**src/inc/pin_mux_pkg.sv**
```systemverilog
// Constants, field layout and function codes for the general pin one multiplexer.
package pin_mux_pkg;
	localparam int ADDR_W = 8;
	localparam int DATA_W = 32;
	localparam int CFG_W = 8;
	localparam logic [ADDR_W-1:0] CFG_OFFSET = 8'h0c;
	localparam logic [ADDR_W-1:0] STATUS_OFFSET = 8'h10;
	localparam logic [ADDR_W-1:0] CTRL_OFFSET = 8'h14;
	localparam int FUNC_LSB = 0;
	localparam int FUNC_MSB = 4;
	localparam int PULLUP_BIT = 5;
	localparam int DRIVE_LSB = 6;
	localparam int DRIVE_MSB = 7;
	localparam int STAT_IRQ_BIT = 0;
	localparam int STAT_LEVEL_BIT = 1;
	localparam int CTRL_OUT_BIT = 0;
	localparam logic [CFG_W-1:0] CFG_RESET = 8'h00;
	localparam logic [1:0] RESP_OKAY = 2'h0;
	localparam logic [1:0] RESP_SLVERR = 2'h2;
	localparam logic [4:0] FN_POR_INV = 5'h00;
	localparam logic [4:0] FN_WAKEUP = 5'h01;
	localparam logic [4:0] FN_LOW_BATT = 5'h02;
	localparam logic [4:0] FN_DIRECT_IN = 5'h03;
	localparam logic [4:0] FN_IRQ_FALL = 5'h04;
	localparam logic [4:0] FN_IRQ_RISE = 5'h05;
	localparam logic [4:0] FN_IRQ_ANY = 5'h06;
	localparam logic [4:0] FN_ADC_IN = 5'h07;
	localparam logic [4:0] FN_DIRECT_OUT = 5'h0a;
	localparam logic [4:0] FN_VREF = 5'h0e;
	localparam logic [4:0] FN_BIT_CLK = 5'h0f;
	localparam logic [4:0] FN_TX_DATA_IN = 5'h10;
	localparam logic [4:0] FN_RETX_REQ = 5'h11;
	localparam logic [4:0] FN_TX_STATE = 5'h12;
	localparam logic [4:0] FN_TX_ALMOST_FULL = 5'h13;
	localparam logic [4:0] FN_RX_DATA = 5'h14;
	localparam logic [4:0] FN_RX_STATE = 5'h15;
	localparam logic [4:0] FN_RX_ALMOST_FULL = 5'h16;
	localparam logic [4:0] FN_ANT1 = 5'h17;
	localparam logic [4:0] FN_ANT2 = 5'h18;
	localparam logic [4:0] FN_PRE_VALID = 5'h19;
	localparam logic [4:0] FN_PRE_INVALID = 5'h1a;
	localparam logic [4:0] FN_SYNC_WORD = 5'h1b;
	localparam logic [4:0] FN_CCA = 5'h1c;
	localparam logic [4:0] FN_HIGH = 5'h1d;

	typedef enum logic [1:0] {IRQ_OFF, IRQ_FALL, IRQ_RISE, IRQ_ANY} irq_mode_e;

	// True for every code that takes the pin as a digital input.
	function automatic logic is_digital_input(input logic [4:0] code);
		is_digital_input = (code == FN_DIRECT_IN) || (code == FN_IRQ_FALL) ||
			(code == FN_IRQ_RISE) || (code == FN_IRQ_ANY) ||
			(code == FN_TX_DATA_IN) || (code == FN_RETX_REQ);
	endfunction : is_digital_input
endpackage : pin_mux_pkg

```
**src/inc/pin_level_if.sv**
```systemverilog
// Synchronised pin level and its edges, passed from the synchroniser to its users.
`timescale 1ns/1ps
interface pin_level_if;
	logic level;
	logic rise;
	logic fall;
	modport source (output level, output rise, output fall);
	modport sink (input level, input rise, input fall);
endinterface : pin_level_if

```
**src/design/general_pin_one_mux.sv**
```systemverilog
// AXI4-Lite configured function multiplexer for general pin one.
`timescale 1ns/1ps

// Functional notes
// - Config bits 4:0 are the function code choosing the pin's signal.
// - Code 00000 drives the inverted power-on reset out.
// - Code 00001 drives high once the wake-up timer expired.
// - Code 00010 drives high while supply is below low-battery threshold.
// - Code 00011 is direct digital input; 01010 is direct digital output.
// - Codes 00100/00101/00110 are interrupt inputs: falling, rising, any edge.
// - Code 00111 routes the pin to the converter, no digital drive.
// - Code 01110 presents the internal reference voltage.
// - Code 01111 outputs the bit clock paired with serial data.
// - Code 10000 takes the transmit bit stream in for direct modulation.
// - Code 10001 takes an external retransmission request in.
// - Code 10010 shows transmit state; 10101 shows receive state.
// - Code 10011 shows transmit almost-full; 10110 receive almost-full.
// - Code 10100 drives the demodulated receive bit stream.
// - Codes 10111 and 11000 drive antenna switch one and two.
// - Code 11001 shows valid preamble; 11010 invalid preamble.
// - Code 11011 shows synchronisation word detected.
// - Code 11100 shows the clear channel assessment result.
// - Bit 5 enables the pull-up only while the pin is a digital input.
// - Bits 7:6 hold a read-write drive strength for the output.
module general_pin_one_mux
	import pin_mux_pkg::*;
#(
	parameter logic [CFG_W-1:0] CONFIG_RESET = CFG_RESET
) (
	input wire logic mclk,
	input wire logic srst,
	input wire logic [ADDR_W-1:0] s_axi_awaddr,
	input wire logic s_axi_awvalid,
	output logic s_axi_awready,
	input wire logic [DATA_W-1:0] s_axi_wdata,
	input wire logic [DATA_W/8-1:0] s_axi_wstrb,
	input wire logic s_axi_wvalid,
	output logic s_axi_wready,
	output logic [1:0] s_axi_bresp,
	output logic s_axi_bvalid,
	input wire logic s_axi_bready,
	input wire logic [ADDR_W-1:0] s_axi_araddr,
	input wire logic s_axi_arvalid,
	output logic s_axi_arready,
	output logic [DATA_W-1:0] s_axi_rdata,
	output logic [1:0] s_axi_rresp,
	output logic s_axi_rvalid,
	input wire logic s_axi_rready,
	input wire logic por_active,
	input wire logic wakeup_timer_expired,
	input wire logic low_battery,
	input wire logic bit_clock,
	input wire logic tx_state,
	input wire logic tx_almost_full,
	input wire logic rx_data,
	input wire logic rx_state,
	input wire logic rx_almost_full,
	input wire logic antenna_one,
	input wire logic antenna_two,
	input wire logic preamble_valid,
	input wire logic preamble_invalid,
	input wire logic sync_word_found,
	input wire logic channel_clear,
	input wire logic pin_in,
	output logic pin_out,
	output logic pin_oe,
	output logic pin_pullup_en,
	output logic [1:0] pin_drive_strength,
	output logic pin_adc_route,
	output logic pin_vref_route,
	output logic direct_in_value,
	output logic tx_mod_data,
	output logic retransmit_req,
	output logic ext_irq_flag,
	output logic ext_irq_event
);
	typedef enum {WR_IDLE, WR_RESP} wr_state_e;

	wr_state_e wr_state;
	wr_state_e next_wr_state;
	logic aw_held;
	logic w_held;
	logic [ADDR_W-1:0] aw_addr;
	logic [DATA_W-1:0] w_data;
	logic [DATA_W/8-1:0] w_strb;
	logic next_aw_held;
	logic next_w_held;
	logic [ADDR_W-1:0] next_aw_addr;
	logic [DATA_W-1:0] next_w_data;
	logic [DATA_W/8-1:0] next_w_strb;
	logic [1:0] next_bresp;
	logic next_bvalid;
	logic next_awready;
	logic next_wready;

	logic [CFG_W-1:0] pin_one_config;
	logic [CFG_W-1:0] next_pin_one_config;
	logic direct_out_value;
	logic next_direct_out_value;
	logic irq_clear;

	logic [DATA_W-1:0] next_rdata;
	logic [1:0] next_rresp;
	logic next_rvalid;
	logic next_arready;

	logic [4:0] pin_one_function_code;
	logic pin_one_pullup_enable;
	logic next_pin_out;
	logic next_pin_oe;
	logic next_pin_pullup_en;
	logic next_pin_adc_route;
	logic next_pin_vref_route;
	logic next_direct_in_value;
	logic next_tx_mod_data;
	logic next_retransmit_req;
	irq_mode_e irq_mode;

	pin_level_if lvl ();

	pin_input_sync u_sync (
		.mclk(mclk),
		.srst(srst),
		.pin_raw(pin_in),
		.lvl(lvl.source)
	);

	pin_edge_flag u_edge (
		.mclk(mclk),
		.srst(srst),
		.mode(irq_mode),
		.clear(irq_clear),
		.lvl(lvl.sink),
		.flag(ext_irq_flag),
		.event_pulse(ext_irq_event)
	);

	assign pin_one_function_code = pin_one_config[FUNC_MSB:FUNC_LSB];
	assign pin_one_pullup_enable = pin_one_config[PULLUP_BIT];
	assign pin_drive_strength = pin_one_config[DRIVE_MSB:DRIVE_LSB];

	// Write channel: address and data are taken in either order, then one response.
	always_comb begin
		next_wr_state = wr_state;
		next_aw_held = aw_held;
		next_w_held = w_held;
		next_aw_addr = aw_addr;
		next_w_data = w_data;
		next_w_strb = w_strb;
		next_bresp = s_axi_bresp;
		next_bvalid = s_axi_bvalid;
		next_pin_one_config = pin_one_config;
		next_direct_out_value = direct_out_value;
		irq_clear = 1'b0;
		unique case (wr_state)
			WR_IDLE: begin
				if (s_axi_awvalid && s_axi_awready) begin
					next_aw_held = 1'b1;
					next_aw_addr = s_axi_awaddr;
				end
				if (s_axi_wvalid && s_axi_wready) begin
					next_w_held = 1'b1;
					next_w_data = s_axi_wdata;
					next_w_strb = s_axi_wstrb;
				end
				if (aw_held && w_held) begin
					next_bresp = RESP_OKAY;
					if (aw_addr == CFG_OFFSET) begin
						if (w_strb[0]) begin
							next_pin_one_config = w_data[CFG_W-1:0];
						end
					end else if (aw_addr == STATUS_OFFSET) begin
						// Writing one clears the interrupt flag.
						irq_clear = w_strb[0] & w_data[STAT_IRQ_BIT];
					end else if (aw_addr == CTRL_OFFSET) begin
						if (w_strb[0]) begin
							next_direct_out_value = w_data[CTRL_OUT_BIT];
						end
					end else begin
						next_bresp = RESP_SLVERR;
					end
					next_aw_held = 1'b0;
					next_w_held = 1'b0;
					next_bvalid = 1'b1;
					next_wr_state = WR_RESP;
				end
			end
			WR_RESP: begin
				if (s_axi_bready) begin
					next_bvalid = 1'b0;
					next_wr_state = WR_IDLE;
				end
			end
		endcase
		next_awready = (next_wr_state == WR_IDLE) && !next_aw_held;
		next_wready = (next_wr_state == WR_IDLE) && !next_w_held;
	end

	always_ff @(posedge mclk) begin
		if (srst) begin
			wr_state <= WR_IDLE;
			aw_held <= 1'b0;
			w_held <= 1'b0;
			aw_addr <= '0;
			w_data <= '0;
			w_strb <= '0;
			s_axi_bresp <= RESP_OKAY;
			s_axi_bvalid <= 1'b0;
			s_axi_awready <= 1'b0;
			s_axi_wready <= 1'b0;
			pin_one_config <= CONFIG_RESET;
			direct_out_value <= 1'b0;
		end else begin
			wr_state <= next_wr_state;
			aw_held <= next_aw_held;
			w_held <= next_w_held;
			aw_addr <= next_aw_addr;
			w_data <= next_w_data;
			w_strb <= next_w_strb;
			s_axi_bresp <= next_bresp;
			s_axi_bvalid <= next_bvalid;
			s_axi_awready <= next_awready;
			s_axi_wready <= next_wready;
			pin_one_config <= next_pin_one_config;
			direct_out_value <= next_direct_out_value;
		end
	end

	// Read channel: one read at a time, data registered with the response.
	always_comb begin
		next_rdata = s_axi_rdata;
		next_rresp = s_axi_rresp;
		next_rvalid = s_axi_rvalid;
		if (s_axi_rvalid && s_axi_rready) begin
			next_rvalid = 1'b0;
		end
		if (s_axi_arvalid && s_axi_arready) begin
			next_rvalid = 1'b1;
			next_rresp = RESP_OKAY;
			next_rdata = '0;
			if (s_axi_araddr == CFG_OFFSET) begin
				next_rdata[CFG_W-1:0] = pin_one_config;
			end else if (s_axi_araddr == STATUS_OFFSET) begin
				next_rdata[STAT_IRQ_BIT] = ext_irq_flag;
				next_rdata[STAT_LEVEL_BIT] = lvl.level;
			end else if (s_axi_araddr == CTRL_OFFSET) begin
				next_rdata[CTRL_OUT_BIT] = direct_out_value;
			end else begin
				next_rresp = RESP_SLVERR;
			end
		end
		next_arready = !next_rvalid && !(s_axi_arvalid && s_axi_arready);
	end

	always_ff @(posedge mclk) begin
		if (srst) begin
			s_axi_rdata <= '0;
			s_axi_rresp <= RESP_OKAY;
			s_axi_rvalid <= 1'b0;
			s_axi_arready <= 1'b0;
		end else begin
			s_axi_rdata <= next_rdata;
			s_axi_rresp <= next_rresp;
			s_axi_rvalid <= next_rvalid;
			s_axi_arready <= next_arready;
		end
	end

	// Edge mode for the interrupt flag follows the function code.
	always_comb begin
		unique case (pin_one_function_code)
			FN_IRQ_FALL: irq_mode = IRQ_FALL;
			FN_IRQ_RISE: irq_mode = IRQ_RISE;
			FN_IRQ_ANY: irq_mode = IRQ_ANY;
			default: irq_mode = IRQ_OFF;
		endcase
	end

	// Pin multiplexer. Reserved test codes fall to the constant-low default, so a
	// stray test code cannot put anything unexpected on the pin.
	always_comb begin
		next_pin_out = 1'b0;
		next_pin_oe = 1'b1;
		next_pin_adc_route = 1'b0;
		next_pin_vref_route = 1'b0;
		next_direct_in_value = direct_in_value;
		next_tx_mod_data = tx_mod_data;
		next_retransmit_req = 1'b0;
		unique case (pin_one_function_code)
			FN_POR_INV: next_pin_out = ~por_active;
			FN_WAKEUP: next_pin_out = wakeup_timer_expired;
			FN_LOW_BATT: next_pin_out = low_battery;
			FN_DIRECT_IN: begin
				next_pin_oe = 1'b0;
				next_direct_in_value = lvl.level;
			end
			FN_IRQ_FALL, FN_IRQ_RISE, FN_IRQ_ANY: next_pin_oe = 1'b0;
			FN_ADC_IN: begin
				next_pin_oe = 1'b0;
				next_pin_adc_route = 1'b1;
			end
			FN_DIRECT_OUT: next_pin_out = direct_out_value;
			FN_VREF: begin
				next_pin_oe = 1'b0;
				next_pin_vref_route = 1'b1;
			end
			FN_BIT_CLK: next_pin_out = bit_clock;
			FN_TX_DATA_IN: begin
				next_pin_oe = 1'b0;
				next_tx_mod_data = lvl.level;
			end
			FN_RETX_REQ: begin
				next_pin_oe = 1'b0;
				next_retransmit_req = lvl.level;
			end
			FN_TX_STATE: next_pin_out = tx_state;
			FN_RX_STATE: next_pin_out = rx_state;
			FN_TX_ALMOST_FULL: next_pin_out = tx_almost_full;
			FN_RX_ALMOST_FULL: next_pin_out = rx_almost_full;
			FN_RX_DATA: next_pin_out = rx_data;
			FN_ANT1: next_pin_out = antenna_one;
			FN_ANT2: next_pin_out = antenna_two;
			FN_PRE_VALID: next_pin_out = preamble_valid;
			FN_PRE_INVALID: next_pin_out = preamble_invalid;
			FN_SYNC_WORD: next_pin_out = sync_word_found;
			FN_CCA: next_pin_out = channel_clear;
			FN_HIGH: next_pin_out = 1'b1;
			default: next_pin_out = 1'b0;
		endcase
		// The pull-up only acts on a digital input; on an output it would waste current.
		next_pin_pullup_en = pin_one_pullup_enable &&
			is_digital_input(pin_one_function_code);
	end

	always_ff @(posedge mclk) begin
		if (srst) begin
			pin_out <= 1'b0;
			pin_oe <= 1'b0;
			pin_pullup_en <= 1'b0;
			pin_adc_route <= 1'b0;
			pin_vref_route <= 1'b0;
			direct_in_value <= 1'b0;
			tx_mod_data <= 1'b0;
			retransmit_req <= 1'b0;
		end else begin
			pin_out <= next_pin_out;
			pin_oe <= next_pin_oe;
			pin_pullup_en <= next_pin_pullup_en;
			pin_adc_route <= next_pin_adc_route;
			pin_vref_route <= next_pin_vref_route;
			direct_in_value <= next_direct_in_value;
			tx_mod_data <= next_tx_mod_data;
			retransmit_req <= next_retransmit_req;
		end
	end
endmodule : general_pin_one_mux

```
**src/design/pin_edge_flag.sv**
```systemverilog
// Sticky external interrupt flag raised by the selected pin edge.
`timescale 1ns/1ps
module pin_edge_flag
	import pin_mux_pkg::*;
(
	input wire logic mclk,
	input wire logic srst,
	input irq_mode_e mode,
	input wire logic clear,
	pin_level_if.sink lvl,
	output logic flag,
	output logic event_pulse
);
	logic hit;
	logic next_flag;
	logic next_event_pulse;

	always_comb begin
		unique case (mode)
			IRQ_FALL: hit = lvl.fall;
			IRQ_RISE: hit = lvl.rise;
			IRQ_ANY: hit = lvl.rise | lvl.fall;
			IRQ_OFF: hit = 1'b0;
		endcase
		// A new edge in the clearing cycle keeps the flag set.
		next_flag = hit | (flag & ~clear);
		next_event_pulse = hit;
	end

	always_ff @(posedge mclk) begin
		if (srst) begin
			flag <= 1'b0;
			event_pulse <= 1'b0;
		end else begin
			flag <= next_flag;
			event_pulse <= next_event_pulse;
		end
	end
endmodule : pin_edge_flag

```
**src/design/pin_input_sync.sv**
```systemverilog
// Two-stage synchroniser for the pin input with edge detection on the settled level.
`timescale 1ns/1ps
module pin_input_sync (
	input wire logic mclk,
	input wire logic srst,
	input wire logic pin_raw,
	pin_level_if.source lvl
);
	logic meta;
	logic settled;
	logic settled_d;
	logic next_meta;
	logic next_settled;
	logic next_settled_d;

	always_comb begin
		next_meta = pin_raw;
		next_settled = meta;
		next_settled_d = settled;
	end

	// Edges compare the second and third stages, never the first.
	always_ff @(posedge mclk) begin
		if (srst) begin
			meta <= 1'b0;
			settled <= 1'b0;
			settled_d <= 1'b0;
		end else begin
			meta <= next_meta;
			settled <= next_settled;
			settled_d <= next_settled_d;
		end
	end

	assign lvl.level = settled;
	assign lvl.rise = settled & ~settled_d;
	assign lvl.fall = ~settled & settled_d;
endmodule : pin_input_sync

```
**config.mk**
```make
export PLATFORM = sky130hd
export DESIGN_NAME = general_pin_one_mux
export DESIGN_NICKNAME = d
export VERILOG_FILES = /design/src/inc/pin_mux_pkg.sv /design/src/inc/pin_level_if.sv /design/src/design/general_pin_one_mux.sv /design/src/design/pin_edge_flag.sv /design/src/design/pin_input_sync.sv
export SDC_FILE = /design/constraint.sdc
export NUM_CORES = 1
export LEC_CHECK = 0
export BUFFER_PORTS_ARGS = -buffer_cell sky130_fd_sc_hd__buf_2
export CAP_MARGIN = 20
export CORE_MARGIN = 4
export CORE_UTILIZATION = 40
export DETAILED_ROUTE_END_ITERATION = 8
export PLACE_DENSITY = 0.63
export SLEW_MARGIN = 30
export SYNTH_ARGS = -nofsm -noshare
export SYNTH_HDL_FRONTEND = slang
export SYNTH_SLANG_ARGS = --single-unit
```
**constraint.sdc**
```tcl
create_clock -name mclk -period 2.6 [get_ports mclk]
set_input_delay 0.26 -clock mclk [delete_from_list [all_inputs] [get_ports mclk]]
set_output_delay 0.26 -clock mclk [all_outputs]
set_load 0.02 [all_outputs]
```
Word-level counts from Yosys, hierarchy flattened:

Index checks and enable logic that the tools add are counted.

* flip-flop bits (word level): 90
* memory bits (read-only): 0
* memory bits (writable): 0
* memories: 0
* bits in latches: 0
* output and inout port bits: 53
* bits of input ports: 75
* logic and storage cells: 143

* eq/ne operators: 36
* magnitude comparators: 0
* muxes and demuxes: 35
* add/sub/neg operators: 0
* reduce and logical (&&, ||, !) cells: 30
* bitwise operators: 13
* $mul: 0
* shifts and indexed selects: 0
* div/mod/pow operators: 0

Operators with widths (count)
* equality test 5 bit, second input constant: 14
* zero test 32 bit: 2
* 2-to-1 mux 32 bit: 2
* case mux 32 bit (2 select lines): 1
* equality test 32 x 1 -> 1 bit, second input constant: 1
* equality test 8 x 5 -> 1 bit, second input constant: 4
* equality test 5 x 3 -> 1 bit, second input constant: 4
* 2-to-1 mux 1 bit: 20
* case mux 1 bit (17 select lines): 1
* equality test 8 x 4 -> 1 bit, second input constant: 2
* equality test 5 x 4 -> 1 bit, second input constant: 3
* 2-to-1 mux 2 bit: 7
* equality test 5 x 2 -> 1 bit, second input constant: 2
* logical AND 1 bit: 9
* AND reduction 2 bit: 4
* OR reduction 8 bit: 1
* NOT 1 bit: 7
* 2-to-1 mux 6 bit: 1
* case mux 2 bit (3 select lines): 1
* AND reduction 6 bit: 1
* equality test 5 x 1 -> 1 bit, second input constant: 1
* zero test 5 bit: 1
* logical OR 1 bit: 5
* bitwise AND 1 bit: 4
* other kinds (10): 16

Depth between registers and ports, before layout:

* depth in word-level cells: 8
* gate-level depth with buffers: 6
* gate-level depth less buffers: 5

Modules after synthesis:

Synthesis repeated with hierarchy kept, for this count alone.

* cells, all modules: 393
* area total of the unflattened synthesis: 3704.8 um^2

By module, submodules not included
* general_pin_one_mux: area an instance 3534.6 um^2, cells an instance 379, sequential area each 1661.6 um^2, times used 1
* pin_input_sync: area an instance 91.3 um^2, cells an instance 8, sequential area each 60.1 um^2, times used 1
* pin_edge_flag: area an instance 78.8 um^2, cells an instance 6, sequential area each 40.0 um^2, times used 1

Worst setup path before layout:

OpenSTA, ideal clock, no wires.

* path kind: reg2reg
* start point: register wr_state[8]
* end point: register pin_one_config[0]
* required time: 2.481 ns
* cell stages (with the launch flop): 6
* path buffers: 1
* slack: 0.889 ns
* library setup time: 0.119 ns
* arrival time: 1.593 ns
* period minus slack after synthesis: 1.711 ns
* cell sequence: dfxtp_1 > nor4_4 > nand4_2 > or4b_1 > buf_6 > mux2i_1

* longest elaborated chain between the ends: 2

RTL lines
* start: declaration: line general_pin_one_mux.sv:79 `wr_state_e wr_state;`
* start signal: assignment: line general_pin_one_mux.sv:214 `wr_state <= next_wr_state;`
* zero test 32 bit: line general_pin_one_mux.sv:155 `unique case (wr_state)`
* AND reduction 4 bit (no line)
* end signal: assignment: line general_pin_one_mux.sv:224 `pin_one_config <= next_pin_one_config;`
* end: declaration: line general_pin_one_mux.sv:96 `logic [CFG_W-1:0] pin_one_config;`

No other way between the ends.
A chain may end at the register's enable or synchronous reset.

Final worst setup path:

* start point: register wr_state[29]
* end point: register pin_one_config[0]

Same word-level chain as after synthesis.

==> impl_metrics.env <==
export IMPL_core_area_um2=9284
export IMPL_drt_iter0_drc=150
export IMPL_cts_resized=0
export IMPL_max_slew_margin_pct=51.50
export IMPL_rrSetupSlack_ns=0.62
export IMPL_grt_overflow_total=0
export IMPL_leakagePower_nw=1.912
export IMPL_arrival_ns=2.20
export IMPL_synth_top_area_cell="dfxtp_1"
export IMPL_p_sw_mw=0.6420
export IMPL_clk_pin_slew_ns=0.09
export IMPL_post_route_min_period_ns=1.980
export IMPL_wl_mm=8.425
export IMPL_peakVddDrop_mv=0.2226
export IMPL_dp_worst_setup_slack_ns=0.6008
export IMPL_cts_sinks=88
export IMPL_clkPwrFrac_pct=39.9
export IMPL_syn_area_um2=3822
export IMPL_cts_made_buffers=9
export IMPL_switching_share_pct=24.37
export IMPL_powerDensity_nw_per_um2=595.7
export IMPL_multi_input_area_um2=1802
export IMPL_synthArstFlopShare_pct=0
export IMPL_synth_warnings=0
export IMPL_setup_viol=0
export IMPL_hp_class="in -> reg"
export IMPL_wl_per_cell_um=13.83
export IMPL_critical_path_class="reg -> reg"
export IMPL_r2r_start="wr_state[29]"
export IMPL_post_cts_buffers=0
export IMPL_dr_pass1_iters=4
export IMPL_clk_path_buf_depth=2
export IMPL_die_area_um2=11180
export IMPL_cpPeakStageDelay_ns=0.78
export IMPL_drc=0
export IMPL_grt_max_degree=32
export IMPL_yosysTopAreaCellShare_pct=46.09
export IMPL_grt_antenna_before_repair=0
export IMPL_worstPathCellList="nor4_2 -> nand4_2 -> or4b_1 -> mux2i_1"
export IMPL_drive_gt1_share_pct=25.21
export IMPL_hp_start="pin_in"
export IMPL_outcome="completed"
export IMPL_whs_ns=0.1151
export IMPL_grtUsageTotal_pct=14.90
export IMPL_grt_pass1_wl_mm=13.67
export IMPL_port_buffers=74
export IMPL_cap_viol_max_count=0
export IMPL_synth_edf_count=0
export IMPL_ys_seq_area_share_pct=46.09
export IMPL_cts_root_buf="clkbuf_8"
export IMPL_place_area_um2=4200
export IMPL_final_area_um2=4423
export IMPL_areaGrowthSynthToFinish_pct=15.71
export IMPL_netlist_top_cells_area="dfxtp_1, buf_4, and2_1"
export IMPL_start_util_pct=41.17
export IMPL_antenna_left=0
export IMPL_seqCellArea_um2=1762
export IMPL_finalNetCount=552
export IMPL_gp_congestion=0.7900
export IMPL_vias_per_cell=5.072
export IMPL_avgSynthCellArea_um2=9.300
export IMPL_die_y_um=105.8
export IMPL_fillerInstances=942
export IMPL_cts_max_level=3
export IMPL_antennaDiodeCount=0
export IMPL_cp_end_kind="flip-flop"
export IMPL_synth_seq_cells=88
export IMPL_fp_row_count=35
export IMPL_worst_pin_slew_ns=0.7199
export IMPL_fin_ws_ns=0.6202
export IMPL_holdPathStages=2
export IMPL_crit_path_max_fanout=8
export IMPL_r2r_end="pin_one_config[0]"
export IMPL_required_ns=2.82
export IMPL_sequentialPowerShare_pct=52.7
export IMPL_hpwl_mm=6.087
export IMPL_die_x_um=105.8
export IMPL_r2r_cells=4
export IMPL_syn_instance_count=411
export IMPL_finalCritPeriodShare_pct=76.15
export IMPL_tns_ns=0
export IMPL_ctsHoldBuffers=0
export IMPL_fin_worst_skew_ns=0.01734
export IMPL_instances_no_fill=609
export IMPL_holdPathEnd="u_sync.meta"
export IMPL_vias=3089
export IMPL_placed_cells=593
export IMPL_comb_power_share_pct=7.4
export IMPL_synthFlopType="dfxtp_1"
export IMPL_worstSkewPairLatency_ns=0.36
export IMPL_grt_pass1_vias=2922
export IMPL_startpoint_type="flip-flop"
export IMPL_maxSlewViolCount=0
export IMPL_fmax_ghz=0.5051
export IMPL_synth_cell_types=54
export IMPL_hold_violations=0
export IMPL_crit_slowest_cell="or4b_1"
export IMPL_rsz0062_at_grt="false"
export IMPL_io_pins=128
export IMPL_internal_power_mw=1.993
export IMPL_cts_tree="yes"
==> critical path: cells and delay by family, from the launching register on <==
kind / cells / cell delay [ns]
mux: 1 / 0.20
simple gates: 3 / 1.32
flops: 1 / 0.33
==> cell usage after synthesis (8+ instances only) <==
| cell type | instances |
|---|---|
| clkbuf_1 | 26 |
| dfxtp_1 | 88 |
| nor2b_1 | 10 |
| nand4_1 | 11 |
| and3_1 | 8 |
| a31o_2 | 9 |
| nand2_1 | 39 |
| buf_4 | 28 |
| a31oi_1 | 14 |
| mux2i_1 | 12 |
| nor2_1 | 12 |
| inv_1 | 8 |
| nor3_1 | 9 |
| and2_1 | 32 |
| o21ai_0 | 8 |
| a21oi_1 | 22 |
| o31ai_1 | 9 |
==> power by group through the flow <==
stage               logic (mW)  registers [mW]  clock network [mW]
floorplan                0.143            1.43                   0
global placement         0.192            1.42                   0
detailed placement       0.194            1.42                   0
CTS                      0.195            1.39                1.08
global route             0.214            1.39                1.13
finish                   0.195            1.39                1.05
==> area by class of cell <==
class / count / share of cell area (%)
multi-input cells: 284 / 40.74
inverters: 8 / 0.6789
well taps: 129 / 3.649
flip-flops and latches: 88 / 39.83
clock buffers: 9 / 2.801
repair buffers: 84 / 10.07
clock inverters: 7 / 2.235
==> through the flow <==
step | total power, mW | utilization, %
global placement | 1.611 | 45.24
floorplan | 1.571 | -
finish | 2.635 | 47.64
detailed placement | 1.614 | 45.24
CTS | 2.663 | 47.64
global route | 2.738 | 47.64
==> layer usage <==
layer  vias to the layer above  routed length (um)  track usage (%)  part of all wire, %
met5                         -                   0                0                    0
met4                         0                 189            6.475                  2.2
met3                        18                 617            4.287                  7.3
met2                        98                3913            24.36                   46
met1                      1434                3704            18.23                   44
li1                       1539                   -                -                    -
==> logic make-up (layout without fill, tap and decap cells) <==
kind of cell | after synthesis | count (layout) | share of synthesized area, %
other | 1 | 26 | 0.09811
XOR/XNOR | 1 | 1 | 0.2292
AO/OA/AOI/OAI | 84 | 84 | 14.93
AND/OR/NAND/NOR | 157 | 157 | 25.04
buffers and inverters | 64 | 108 | 9.231
adder cells (fa/ha/maj) | 2 | 2 | 0.6546
multiplexers | 14 | 14 | 3.732
flip-flops | 88 | 88 | 46.09
==> cells in the final DEF, fill, tap and decap left out, drive strengths merged, types with 3 or more instances in the layout <==
cell type   n
nand3       3
nand4      13
dfxtp      88
buf        84
a311oi      3
inv        11
o2bb2ai     3
o31ai       9
o21ai       8
nand2      39
nand3b      6
nand2b      3
and2       32
clkbuf      9
nor2b      10
a21oi      22
nor4        9
and3        8
nor3       10
mux2i      12
a31o        9
a31oi      14
nor2       12
or4         3
o21a        3
conb       26
==> state kept, by name (all words and copies together) (netlist names), 8 cells and up <==
| name | cells |
|---|---|
| wr_state | 32 |
| s_axi_rdata | 8 |
| w_data | 8 |
| aw_addr | 8 |
| pin_one_config | 8 |
==> how the worst max path moves through the flow <==
stage	start	endpoint	slack (ns)	depth (start not counted)
global placement	wr_state[24]	pin_one_config[2]	0.64	4
floorplan	wr_state[8]	pin_one_config[0]	0.89	5
CTS	wr_state[24]	pin_one_config[0]	0.59	4
detailed placement	wr_state[24]	pin_one_config[5]	0.60	4
global route	wr_state[29]	pin_one_config[0]	0.53	4
finish	wr_state[29]	pin_one_config[0]	0.62	4
No activity file was read; power rests on OpenSTA's default activity.
